## src/can_mode_map.vh

```
// register offsets, field positions, codes and limits for the mode control block
`ifndef CAN_MODE_MAP_VH
`define CAN_MODE_MAP_VH
`define ADDR_CONTROL_ONE 4'h0
`define ADDR_CONTROL_TWO 4'h1
`define ADDR_INT_CODE 4'h2
`define ADDR_FIFO_CONTROL 4'h3
`define ADDR_LOCKED_CFG 4'h4
`define ADDR_SIDE_CONTROL 4'h5
`define MODE_NORMAL 3'h0
`define MODE_DISABLE 3'h1
`define MODE_LOOPBACK 3'h2
`define MODE_LISTEN_ONLY 3'h3
`define MODE_CONFIG 3'h4
`define MODE_RSVD5 3'h5
`define MODE_RSVD6 3'h6
`define MODE_LISTEN_ALL 3'h7
`define BIT_IDLE_STOP 13
`define BIT_ABORT_ALL 12
`define BIT_RX_CAPTURE 3
`define BIT_WINDOW 0
`define BIT_WAKE_LP 0
`define IDLE_BITS 4'hb
`define ICODE_NONE 7'h40
`define ICODE_ERROR 7'h41
`define ICODE_WAKE 7'h42
`define ICODE_OVERFLOW 7'h43
`define ICODE_FIFO 7'h44
`define DNCNT_MAX 5'h11
`define FILHIT_MAX 5'h0f
`define DMABS_RSVD 3'h7
`define LP_TAPS 3'h3
`endif

```

## src/can_mode_ctrl.v

```verilog
// operating mode control and core control/status registers of a can controller
// How it works
// - config mode: no tx or rx, error counters cleared, interrupt flags untouched.
// - locked config register and the idle-stop, receive-capture and wake low-pass bits writable only in config mode.
// - config entry waits until an ongoing transmission ends.
// - disable mode: no tx/rx, wake flag may set, pins released, counters kept.
// - disable request while active waits for 11 recessive bits, then reports 001.
// - wake low-pass enable filters receive input while sleeping.
// - transmit after mode entry waits for 11 recessive bits first.
// - disable during that wait aborts the frame: aborted flag set, request cleared.
// - code 000 normal mode drives transmit and samples receive pin.
// - listen-only 011: no error flags, no ack, counters off, transmit pin released.
// - listen-all 111: ignore errors, accept all, keep partial frames.
// - loopback 010: internal tx routed to rx, both pins released.
// - request 100 is config; 101 and 110 are reserved.
// - current-mode field reports actual mode; both reset to config code.
// - idle-stop set halts the block in device idle.
// - abort-all cancels pending buffers; cleared by hardware when done.
// - receive-capture enable produces a capture event per error-free reception, or per any reception in listen-all.
// - window select 1 exposes filter window, 0 buffer window.
// - filter data bit count read-only, valid up to 10001.
// - matched filter index 0..15 of last received message.
// - interrupt source code names pending buffer or event, 1000000 none.
// - buffer count select and fifo start buffer fields.
// - current mode changes only after 11 recessive bits idle, except when leaving config or going from disable to config.
`timescale 1ns/10ps
`include "can_mode_map.vh"
module can_mode_ctrl #(
	parameter TX_BUFS = 8
) (
	// clock and reset
	input wire clk,
	input wire rst,
	// register port
	input wire [3:0] addr,
	input wire [15:0] wdata,
	input wire wr,
	input wire rd,
	output reg [15:0] rdata,
	// protocol engine status
	input wire bit_tick,
	input wire tx_busy,
	input wire rx_frame_done,
	input wire rx_error,
	input wire [4:0] rx_filter_hit,
	input wire [4:0] filter_bit_count,
	input wire [6:0] pending_source,
	input wire [TX_BUFS-1:0] tx_request_set,
	input wire [TX_BUFS-1:0] tx_start_ok,
	input wire engine_tx,
	// device power state
	input wire device_idle,
	input wire sleeping,
	// bus pins
	input wire bus_receive_pin,
	output reg bus_transmit_pin,
	output reg bus_transmit_oe,
	output reg pins_released_rx,
	// to protocol engine
	output reg engine_rx,
	output reg tx_allowed,
	output reg rx_allowed,
	output reg ack_enable,
	output reg err_count_clear,
	output reg err_count_enable,
	output reg ignore_errors,
	output reg running,
	output reg rx_capture_event,
	output reg wake_flag,
	output reg [TX_BUFS-1:0] tx_request_flag,
	output reg [TX_BUFS-1:0] tx_aborted_flag,
	output reg [TX_BUFS-1:0] tx_go,
	output reg map_window_select,
	output reg [2:0] buffer_count_select,
	output reg [4:0] fifo_start_buffer,
	output reg [15:0] locked_cfg
);
	reg rx_s1, rx_s2;
	reg [2:0] lp_cnt;
	reg rx_f, rx_prev;
	reg [2:0] mode_request;
	reg [2:0] mode_current;
	reg idle_stop, abort_all_tx, rx_capture_enable, wake_lowpass_enable;
	reg [3:0] idle_cnt;
	reg bus_idle, tx_wait;
	reg [4:0] matched_filter_index;
	wire cfg = (mode_current == `MODE_CONFIG);
	wire halted = idle_stop & device_idle;
	wire rx_eff = (mode_current == `MODE_LOOPBACK) ? engine_tx : rx_f;

	function can_tx;
		input [2:0] m;
		begin
			can_tx = (m == `MODE_NORMAL) || (m == `MODE_LISTEN_ALL);
		end
	endfunction

	function reserved_mode;
		input [2:0] m;
		begin
			reserved_mode = (m == `MODE_RSVD5) || (m == `MODE_RSVD6);
		end
	endfunction

	// receive pin sync and optional wake low-pass
	always @(posedge clk) begin
		if (rst) begin
			rx_s1 <= 1'b1;
			rx_s2 <= 1'b1;
			lp_cnt <= 3'h0;
			rx_f <= 1'b1;
			rx_prev <= 1'b1;
		end else begin
			rx_s1 <= bus_receive_pin;
			rx_s2 <= rx_s1;
			rx_prev <= rx_f;
			// short glitches are rejected only while asleep, trading wake latency for noise immunity
			if (wake_lowpass_enable && sleeping) begin
				if (rx_s2 == rx_f)
					lp_cnt <= 3'h0;
				else if (lp_cnt == `LP_TAPS) begin
					rx_f <= rx_s2;
					lp_cnt <= 3'h0;
				end else
					lp_cnt <= lp_cnt + 3'h1;
			end else begin
				rx_f <= rx_s2;
				lp_cnt <= 3'h0;
			end
		end
	end

	// recessive bit counter for bus idle detection
	always @(posedge clk) begin
		if (rst) begin
			idle_cnt <= 4'h0;
			bus_idle <= 1'b0;
		end else if (!rx_eff) begin
			idle_cnt <= 4'h0;
			bus_idle <= 1'b0;
		end else if (bit_tick) begin
			if (idle_cnt == `IDLE_BITS - 4'h1)
				bus_idle <= 1'b1;
			else
				idle_cnt <= idle_cnt + 4'h1;
		end
	end

	// register writes and mode transitions
	always @(posedge clk) begin
		if (rst) begin
			mode_request <= `MODE_CONFIG;
			mode_current <= `MODE_CONFIG;
			idle_stop <= 1'b0;
			abort_all_tx <= 1'b0;
			rx_capture_enable <= 1'b0;
			map_window_select <= 1'b0;
			wake_lowpass_enable <= 1'b0;
			buffer_count_select <= 3'h0;
			fifo_start_buffer <= 5'h0;
			locked_cfg <= 16'h0000;
			tx_wait <= 1'b0;
			tx_request_flag <= {TX_BUFS{1'b0}};
			tx_aborted_flag <= {TX_BUFS{1'b0}};
			wake_flag <= 1'b0;
			matched_filter_index <= 5'h0;
		end else begin
			if (wr && addr == `ADDR_CONTROL_ONE) begin
				if (!reserved_mode(wdata[10:8]))
					mode_request <= wdata[10:8];
				map_window_select <= wdata[`BIT_WINDOW];
				if (cfg) begin
					idle_stop <= wdata[`BIT_IDLE_STOP];
					rx_capture_enable <= wdata[`BIT_RX_CAPTURE];
				end
			end
			if (wr && addr == `ADDR_FIFO_CONTROL) begin
				if (wdata[15:13] != `DMABS_RSVD)
					buffer_count_select <= wdata[15:13];
				fifo_start_buffer <= wdata[4:0];
			end
			if (wr && addr == `ADDR_LOCKED_CFG && cfg)
				locked_cfg <= wdata;
			if (wr && addr == `ADDR_SIDE_CONTROL && cfg)
				wake_lowpass_enable <= wdata[`BIT_WAKE_LP];
			if (rx_frame_done && rx_allowed && rx_filter_hit <= `FILHIT_MAX)
				matched_filter_index <= rx_filter_hit;
			// mode change when bus idle or leaving config; config entry also waits for tx end and skips the idle wait from disable
			if (mode_request != mode_current && !halted) begin
				if (mode_request == `MODE_CONFIG) begin
					if (!tx_busy && (bus_idle || mode_current == `MODE_DISABLE))
						mode_current <= mode_request;
				end else if (bus_idle || cfg) begin
					mode_current <= mode_request;
				end
				if (can_tx(mode_request) && (bus_idle || cfg))
					tx_wait <= 1'b1;
			end
			if (tx_wait && bus_idle)
				tx_wait <= 1'b0;
			// wake on bus activity while disabled
			if (mode_current == `MODE_DISABLE && rx_prev && !rx_f)
				wake_flag <= 1'b1;
			else if (wr && addr == `ADDR_SIDE_CONTROL && !wdata[1])
				wake_flag <= 1'b0;
			if (wr && addr == `ADDR_CONTROL_ONE && wdata[`BIT_ABORT_ALL])
				abort_all_tx <= 1'b1;
			else if (abort_all_tx && !tx_busy && tx_request_flag == {TX_BUFS{1'b0}})
				abort_all_tx <= 1'b0;
			// abort pending frames on disable during the wait or on abort-all
			if ((tx_wait && mode_request == `MODE_DISABLE) || (abort_all_tx && !tx_busy)) begin
				tx_aborted_flag <= tx_aborted_flag | tx_request_flag | tx_request_set;
				tx_request_flag <= {TX_BUFS{1'b0}};
			end else begin
				tx_request_flag <= (tx_request_flag | tx_request_set) & ~tx_go;
				tx_aborted_flag <= tx_aborted_flag & ~tx_request_set;
			end
		end
	end

	// mode decode to engine controls and pins
	always @(posedge clk) begin
		if (rst) begin
			tx_allowed <= 1'b0;
			rx_allowed <= 1'b0;
			ack_enable <= 1'b0;
			err_count_clear <= 1'b1;
			err_count_enable <= 1'b0;
			ignore_errors <= 1'b0;
			running <= 1'b0;
			bus_transmit_pin <= 1'b1;
			bus_transmit_oe <= 1'b0;
			pins_released_rx <= 1'b1;
			engine_rx <= 1'b1;
			rx_capture_event <= 1'b0;
			tx_go <= {TX_BUFS{1'b0}};
			rdata <= 16'h0000;
		end else begin
			running <= !halted && !cfg && mode_current != `MODE_DISABLE;
			tx_allowed <= !halted && can_tx(mode_current) && !tx_wait;
			rx_allowed <= !halted && !cfg && mode_current != `MODE_DISABLE;
			ack_enable <= mode_current == `MODE_NORMAL || mode_current == `MODE_LOOPBACK;
			err_count_clear <= cfg;
			err_count_enable <= mode_current == `MODE_NORMAL || mode_current == `MODE_LOOPBACK;
			ignore_errors <= mode_current == `MODE_LISTEN_ALL;
			bus_transmit_oe <= !halted && can_tx(mode_current);
			bus_transmit_pin <= engine_tx | ~can_tx(mode_current);
			pins_released_rx <= cfg || mode_current == `MODE_DISABLE || mode_current == `MODE_LOOPBACK;
			engine_rx <= rx_eff;
			rx_capture_event <= rx_capture_enable && rx_frame_done
				&& (!rx_error || mode_current == `MODE_LISTEN_ALL);
			tx_go <= (!halted && can_tx(mode_current) && !tx_wait && !abort_all_tx)
				? (tx_start_ok & tx_request_flag) : {TX_BUFS{1'b0}};
			if (!rd)
				rdata <= 16'h0000;
			else if (addr == `ADDR_CONTROL_ONE)
				rdata <= {2'b00, idle_stop, abort_all_tx, 1'b0, mode_request, mode_current, 1'b0,
					rx_capture_enable, 2'b00, map_window_select};
			else if (addr == `ADDR_CONTROL_TWO)
				rdata <= {11'h000, (filter_bit_count > `DNCNT_MAX) ? `DNCNT_MAX : filter_bit_count};
			else if (addr == `ADDR_INT_CODE)
				rdata <= {3'h0, matched_filter_index, 1'b0,
					(pending_source > `ICODE_FIFO) ? `ICODE_NONE : pending_source};
			else if (addr == `ADDR_FIFO_CONTROL)
				rdata <= {buffer_count_select, 8'h00, fifo_start_buffer};
			else if (addr == `ADDR_LOCKED_CFG)
				rdata <= locked_cfg;
			else if (addr == `ADDR_SIDE_CONTROL)
				rdata <= {14'h0000, wake_flag, wake_lowpass_enable};
			else
				rdata <= 16'h0000;
		end
	end
endmodule

```

## config.mk

```make
export PLATFORM = sky130hd
export DESIGN_NAME = can_mode_ctrl
export DESIGN_NICKNAME = d
export VERILOG_FILES = /design/src/can_mode_ctrl.v
export VERILOG_INCLUDE_DIRS = /design/src
export SDC_FILE = /design/constraint.sdc
export NUM_CORES = 1
export LEC_CHECK = 0
export BUFFER_PORTS_ARGS = -buffer_cell sky130_fd_sc_hd__clkbuf_2
export CORE_UTILIZATION = 30
export CTS_CLUSTER_SIZE = 16
export DETAILED_ROUTE_END_ITERATION = 10
export HOLD_SLACK_MARGIN = 0.15
export PLACE_DENSITY = 0.57
export SLEW_MARGIN = 30
export SYNTH_ARGS = -nofsm -noshare
export SYNTH_HDL_FRONTEND = slang
export SYNTH_SLANG_ARGS = --single-unit
```

## constraint.sdc

```tcl
create_clock -name clk -period 1.66 [get_ports clk]
set_clock_uncertainty 0.2 [all_clocks]
set_input_delay 0.498 -clock clk [delete_from_list [all_inputs] [get_ports clk]]
set_output_delay 0.498 -clock clk [all_outputs]
set_load 0.03 [all_outputs]
```

==> results of run 1 <==
## per-stage QoR
stage	hold slack, ns	utilization, %
after global placement	0.195	41.5
after global routing	0.167	45.9
after CTS	0.161	44.8
after floorplan	0.189	-
after detailed placement	0.200	41.5
final	0.170	45.9
## power groups by stage
stage	Clock (uW)	Sequential, uW	Combinational, uW
2_1_floorplan	0	2670	181
3_3_place_gp	0	2620	496
3_5_place_dp	0	2620	502
4_1_cts	2250	2570	514
5_1_grt	2340	2580	564
6_report	2190	2570	521
## state kept, by name, indices dropped and copies added (netlist names), 3 cells and up
register and cells:
tx_request_flag 8, mode_request 3, lp_cnt 3, locked_cfg 16, tx_go 8, fifo_start_buffer 5, buffer_count_select 3, mode_current 3
tx_aborted_flag 8, idle_cnt 4, matched_filter_index 5, rdata 16
## worst max path at each step
stage                                         endpoint  slack, ns
after floorplan                    rdata[6]$_SDFF_PP0_      -0.03
after global placement            rdata[10]$_SDFF_PP0_      -0.28
after detailed placement           rdata[6]$_SDFF_PP0_      -0.29
after CTS                 mode_current[1]$_SDFFE_PP0P_      -0.02
after global routing      mode_current[1]$_SDFFE_PP0P_      -0.08
final                     mode_current[1]$_SDFFE_PP0P_     -0.009
## per-layer routing
metal / routed length [um] / vias to the layer above / GRT usage (%)
li1: - / 2080 / -
met1: 5560 / 1919 / 21.7
met2: 6050 / 145 / 29.9
met3: 837 / 4 / 5.80
met4: 55 / 0 / 3.01
met5: 0 / - / 0
## placed cells by master (no fill, tap or decap), types with 3 or more instances in the layout
cell | Yosys | layout
clkbuf_2 | 0 | 109
dfxtp_1 | 104 | 84
buf_4 | 11 | 77
nor2_1 | 55 | 52
nand2_1 | 49 | 48
a21oi_1 | 46 | 46
o21ai_0 | 20 | 20
nand3_1 | 20 | 20
dfxtp_2 | 0 | 18
nor3_1 | 18 | 16
nand2b_1 | 15 | 15
mux2i_1 | 15 | 15
clkbuf_4 | 0 | 15
and3_1 | 11 | 10
a22oi_1 | 9 | 9
clkbuf_16 | 0 | 9
inv_1 | 8 | 8
xnor2_1 | 7 | 7
clkbuf_8 | 0 | 6
a211oi_1 | 5 | 5
nand3b_1 | 5 | 5
nor2b_1 | 5 | 4
or2_2 | 4 | 4
buf_6 | 1 | 4
nor3_2 | 2 | 3
nand4_1 | 3 | 3
a31oi_1 | 3 | 3
ha_1 | 4 | 3
buf_12 | 0 | 3
## timing repair
item,in CTS,in global routing
hold buffers,2,0
hold endpoints to repair,2,0
setup endpoints to repair,52,60
pin swaps,2,7
setup buffers,1,3
resized for setup,47,65
## cell families (layout without fill, tap and decap cells)
family	count (synthesis)	after routing	synth area share [%]
AND/OR/NAND/NOR	205	205	24.3
AO/OA/AOI/OAI	107	107	15.3
flip-flops	104	104	49.3
buffers and inverters	35	241	4.50
multiplexers	15	15	3.55
XOR/XNOR	9	9	1.87
adder cells (fa/ha/maj)	4	4	1.18
## tightest hold or removal path, cell delays in order
cell,delay (ns)
clkbuf_2,0.09
nor2_1,0.04
o21ai_0,0.06
## layout make-up
cell class / count / share of cell area, %
multi-input cells: 340 / 33.5
clock inverters: 5 / 1.03
flip-flops and latches: 104 / 34.1
well taps: 176 / 3.55
inverters: 8 / 0.485
clock buffers: 11 / 3.92
repair buffers: 217 / 23.4
==> flow_summary.toml, run 1 <==
[run_status]
status = "finished, violations left"
violations = "negative setup slack"

[sta]
min_period_ns = 1.67
rsz0062_at_grt = "true"
worstMarginPinSlew_ns = 0.322
setup_viol = 1
fin_crit_sh_pct = 101
max_freq_mhz = 599
slew_viol_final = 0
finalSetupTns_ns = -0.00896
finalWorstSetupSlack_ns = -0.00896
final_hold_viol_count = 0
slew_headroom_pct = 78.2

[power]
p_per_area_mw_per_mm2 = 852
power.switching_uw = 1280
ir_drop_mv = 0.591
pwr-share-seq_pct = 48.7
p_sw_share_pct = 24.3
pwr-share-clk_pct = 41.4
comb_power_share_pct = 9.9
power.leakage_uw = 0.00270
fin_total_pwr_uw = 5280
internal_power_uw = 4000

[setup_path]
cp.arrival_ns = 1.71
path_class = "reg -> reg"
critPathMaxStageDelay_ns = 0.38
cp_top_family = "compound AO/OA/AOI/OAI gates"
required_ns = 1.70
path_depth = 6
path_max_fanout = 5
start_kind = "flip-flop"
end_kind = "flip-flop"
rr_endpoint = "mode_current[1]$_SDFFE_PP0P_"
r2r_setup_slack_ns = -0.009
reg2reg_depth = 6
cp-startpoint = "mode_current[1]$_SDFFE_PP0P_"
r2r-start = "mode_current[1]$_SDFFE_PP0P_"
crit_slowest_cell = "dfxtp_4"
critPathBufInv = 1
cp_cell_sequence = "buf_6, xnor2_1, a32o_2, a21oi_4, mux2i_1, nor2_1"

[floorplan]
die_y_um = 121
io_pins = 143
num_rows = 42
core_area_mm2 = 0.0135
initial_core_util_pct = 31.3
die_w_um = 121
die-area_mm2 = 0.0146

[drt]
vias = 4148
drtAntennaViolNets = 0
drtPass1Iterations = 4
vias_per_cell = 4.82
wl_mm = 12.5
initialDrtViolationCount = 218
wire_per_inst_um = 14.5
drc_errors = 0

[placement]
portBuffers = 142
place.gp.congestion = 0.865
hpwl_mm = 9.90
place_area_mm2 = 0.00560
post-place-ws_ns = -0.294
placed_cells = 843

[clock_tree]
cts_max_level = 3
tritoncts = "done"
cts_buffer_depth = 2
clockRootBuffer = "clkbuf_16"
cts.clk_slew.worst_paths_ns = 0.07
numCtsBuffers = 9
insertion_delay_ns = 0.35
cts_sinks = 104

[grt]
grt_remaining_overflow = 0
grt_usage_pct = 17.5
grt_max_degree = 20
grt_pass1_wl_mm = 19.8
grt_pass1_vias = 4020
antenna_found_initial = 0

[synth]
syn-num-nets = 548
yosys.area.top_type = "dfxtp_1"
synth-edff-count = 0
netlist.area_leader.share_pct = 49.3
async_flop_share_pct = 0
synth_common_cells = "dfxtp_1 (104), nor2_1 (55), nand2_1 (49)"
ys.flop_type = "dfxtp_1"
synth_cell_types = 53
netlist_instances = 479
syn_avg_cell_area_um2 = 8.82
synth_area_leaders = "dfxtp_1 (49%), a21oi_1 (5.5%), nor2_1 (4.9%)"
syn_area_mm2 = 0.00422
ys_warn_count = 0
ys_seq_area_share_pct = 49.3
synth.ff_latch_count = 104
synth.most_common_cell = "dfxtp_1"

[layout]
regArea_mm2 = 0.00211
multi_input_area_mm2 = 0.00208
area_growth_pct = 46.7
stdcell_count = 861
nets = 749
design_area_mm2 = 0.00620
layout-drive-gt1-share_pct = 40.9
n_fill_cell = 1326
antenna_cells = 0

[min_path]
hold_path_depth = 3
min_from = "engine_tx"
holdPathEnd = "bus_transmit_pin$_SDFF_PP1_"
hold_path_class = "in -> reg"

[run]
drv_cap = 0
Note: power is estimated with default switching activity, not from simulation.
==> run 2, diff against run 1 <==
- ABC_AREA: default -> 1
==> run 2 against run 1 <==
  * The flow now finishes without violations
  * Non-clock buffer count decreased by 39
  * Wire length down 2.1%
  * First-iteration DRC count grew 1.4%
  * Critical path depth decreased by 5
  * Fmax is 1.2% higher
  * Global-route usage shrank 0.62 points
  * Total power is 0.98% lower
  * Sequential power hardly changed
  * Register-to-register slack better by 0.12 ns
  * Critical path type is now reg -> out
==> flow_summary.toml, run 2 <==
[run_status]
status = "complete, no violations"

[setup_path]
crit_slowest_cell = "dfxtp_1"
critPathBufInv = 1
path_max_fanout = 3
cp_top_family = "flip-flops"
critPathMaxStageDelay_ns = 0.38
cp.arrival_ns = 0.95
cp_cell_sequence = "clkbuf_2"
rr_endpoint = "mode_current[2]$_SDFFE_PP1P_"
reg2reg_depth = 8
end_kind = "primary output"
r2r_setup_slack_ns = 0.11
start_kind = "flip-flop"
r2r-start = "mode_current[2]$_SDFFE_PP1P_"
path_class = "reg -> out"
required_ns = 0.96

[synth]
syn_avg_cell_area_um2 = 7.61
syn-num-nets = 626
yosys-mux-area-fraction_pct = 0
synth_compound_area_share_pct = 12.4
ys_seq_area_share_pct = 49.1
yosys.area_share.adder_pct = 1.18
ys.flop_type = "dfxtp_1"
async_flop_share_pct = 0
synth.ff_latch_count = 104
synth-xor-area-share_pct = 0.827
syn_area_mm2 = 0.00424
yosys.area_share.simple_pct = 29.2
synth_area_leaders = "dfxtp_1 (49%), nand2_1 (10%), nor2_1 (6.1%)"
yosys.area.top_type = "dfxtp_1"
synth_top_family_by_area = "simple AND/OR/NAND/NOR gates"
synth-edff-count = 0
synth_cell_types = 36
synth.most_common_cell = "nand2_1"
netlist.area_leader.share_pct = 49.1
synth_common_cells = "nand2_1 (118), dfxtp_1 (104), nor2_1 (69)"
ys_warn_count = 0
netlist_instances = 557

[min_path]
min_from = "tx_start_ok[2]"
holdPathEnd = "tx_go[2]$_SDFF_PP0_"
hold_path_class = "in -> reg"
hold_path_depth = 3

[drt]
vias_per_cell = 4.56
drtPass1Iterations = 5
vias = 4180
initialDrtViolationCount = 221
drc_errors = 0
wire_per_inst_um = 13.4
drtAntennaViolNets = 0
wl_mm = 12.2

[sta]
slew_headroom_pct = 74.7
fin_crit_sh_pct = 99.3
slew_viol_final = 0
max_freq_mhz = 606
rsz0062_at_grt = "false"
fin_hold_ws_ns = 0.159
worstMarginPinSlew_ns = 0.375
final_hold_viol_count = 0
setup_viol = 0
min_period_ns = 1.65

[power]
power.switching_uw = 1230
ir_drop_mv = 0.518
pwr-share-clk_pct = 40.7
internal_power_uw = 3990
p_per_area_mw_per_mm2 = 905
power.leakage_uw = 0.00274
pwr-share-seq_pct = 49.6
p_sw_share_pct = 23.6
comb_power_share_pct = 9.7

[clock_tree]
numCtsBuffers = 9
insertion_delay_ns = 0.34
cts_max_level = 3
cts_setup_buffers = 0
tritoncts = "done"
cts_buffer_depth = 2
clockRootBuffer = "clkbuf_16"
cts_sinks = 104
cts.clk_slew.worst_paths_ns = 0.07

[floorplan]
die_y_um = 121
die_w_um = 121
die-area_mm2 = 0.0146
initial_core_util_pct = 30.6
num_rows = 43
core_area_mm2 = 0.0138
io_pins = 143

[grt]
grt_usage_pct = 16.9
antenna_found_initial = 0
grt_pass1_vias = 3994
grt_pass1_wl_mm = 19.2
grt_remaining_overflow = 0
grt_max_degree = 26

[layout]
largest_registers = "locked_cfg: 16 flops, rdata: 16 flops"
nets = 801
antenna_cells = 0
layout_commonest_cell = "nand2_1"
fin_util_pct = 41.8
area_growth_pct = 36.4
final_cell_mix = "nand2_1 (118), clkbuf_2 (115), dfxtp_1 (89), nor2_1 (67), inv_1 (54)"
layout-drive-gt1-share_pct = 32.2

[run]
drv_cap = 0

[placement]
hpwl_mm = 9.77
portBuffers = 142
place.gp.congestion = 0.879
-- run 2: cell count changes after synthesis, moves of 12 or more --
cell      change
nand2_1      +69
inv_1        +46
o21ai_0      +23
mux2i_1      -15
nand2b_1     -15
nor2_1       +14
a21oi_1      -12
-- run 2: cells by family after synthesis --
logic type                 after synthesis
AOI/OAI and AO/OA                       99
xor gates and xnor gates                 4
adders and majority gates                4
buffers and inverters                   74
DFF                                    104
and+or+nand+nor                        272
-- run 2: metal layers --
| metal | part of all wire, % | track usage (%) | vias up |
|---|---|---|---|
| met1 | 46 | 20.7 | 1864 |
| met4 | 1.3 | 4.40 | 0 |
| met2 | 46 | 28.8 | 151 |
| met5 | 0 | 0 | - |
| met3 | 7.4 | 5.05 | 10 |
| li1 | - | - | 2155 |
-- run 2: how the worst max path moves through the flow --
stage	startpoint	to	cells past startpoint
global placement	addr[3]	rdata[3]$_SDFF_PP0_	9
finish	locked_cfg[4]$_SDFFE_PP0P_	locked_cfg[4]	1
CTS	fifo_start_buffer[0]$_SDFFE_PP0P_	fifo_start_buffer[0]	1
detailed placement	addr[1]	rx_capture_enable$_SDFFE_PP0P_	7
global route	locked_cfg[14]$_SDFFE_PP0P_	locked_cfg[14]	1
floorplan	addr[2]	buffer_count_select[0]$_SDFFE_PP0P_	6
-- run 2: power groups by stage --
stage / Sequential [uW] / Combinational, uW / Clock, uW
after floorplan: 2700 / 191 / 0
after global placement: 2640 / 479 / 0
after detailed placement: 2650 / 487 / 0
after CTS: 2590 / 505 / 2180
after global routing: 2600 / 555 / 2280
final: 2590 / 505 / 2130
-- run 2: stage by stage --
stage	cell area [um^2]	setup TNS, ns	worst slack, ns	instances	total power (uW)
after floorplan	4240	0	0.126	557	2890
after global placement	5350	-1.61	-0.0927	898	3120
after detailed placement	5350	-3.40	-0.159	898	3130
after CTS	5730	0	0.00109	916	5280
after global routing	5780	0	0.00211	916	5430
final	5780	0	0.0111	916	5230
-- run 2: what timing repair did --
item | CTS | global route
setup endpoints to repair | 14 | 36
hold endpoints to repair | 3 | 0
gates cloned | 0 | 0
resized for setup | 22 | 39
hold buffers | 3 | 0
-- run 2: final cells by class --
cell class              count  area, um^2
flip-flops and latches    104        2100
inverters                  60         225
clock inverters             2        38.8
clock buffers              13         260
well taps                 180         225
fillers                  1445        8050
repair buffers            178        1060
multi-input cells         379        1870
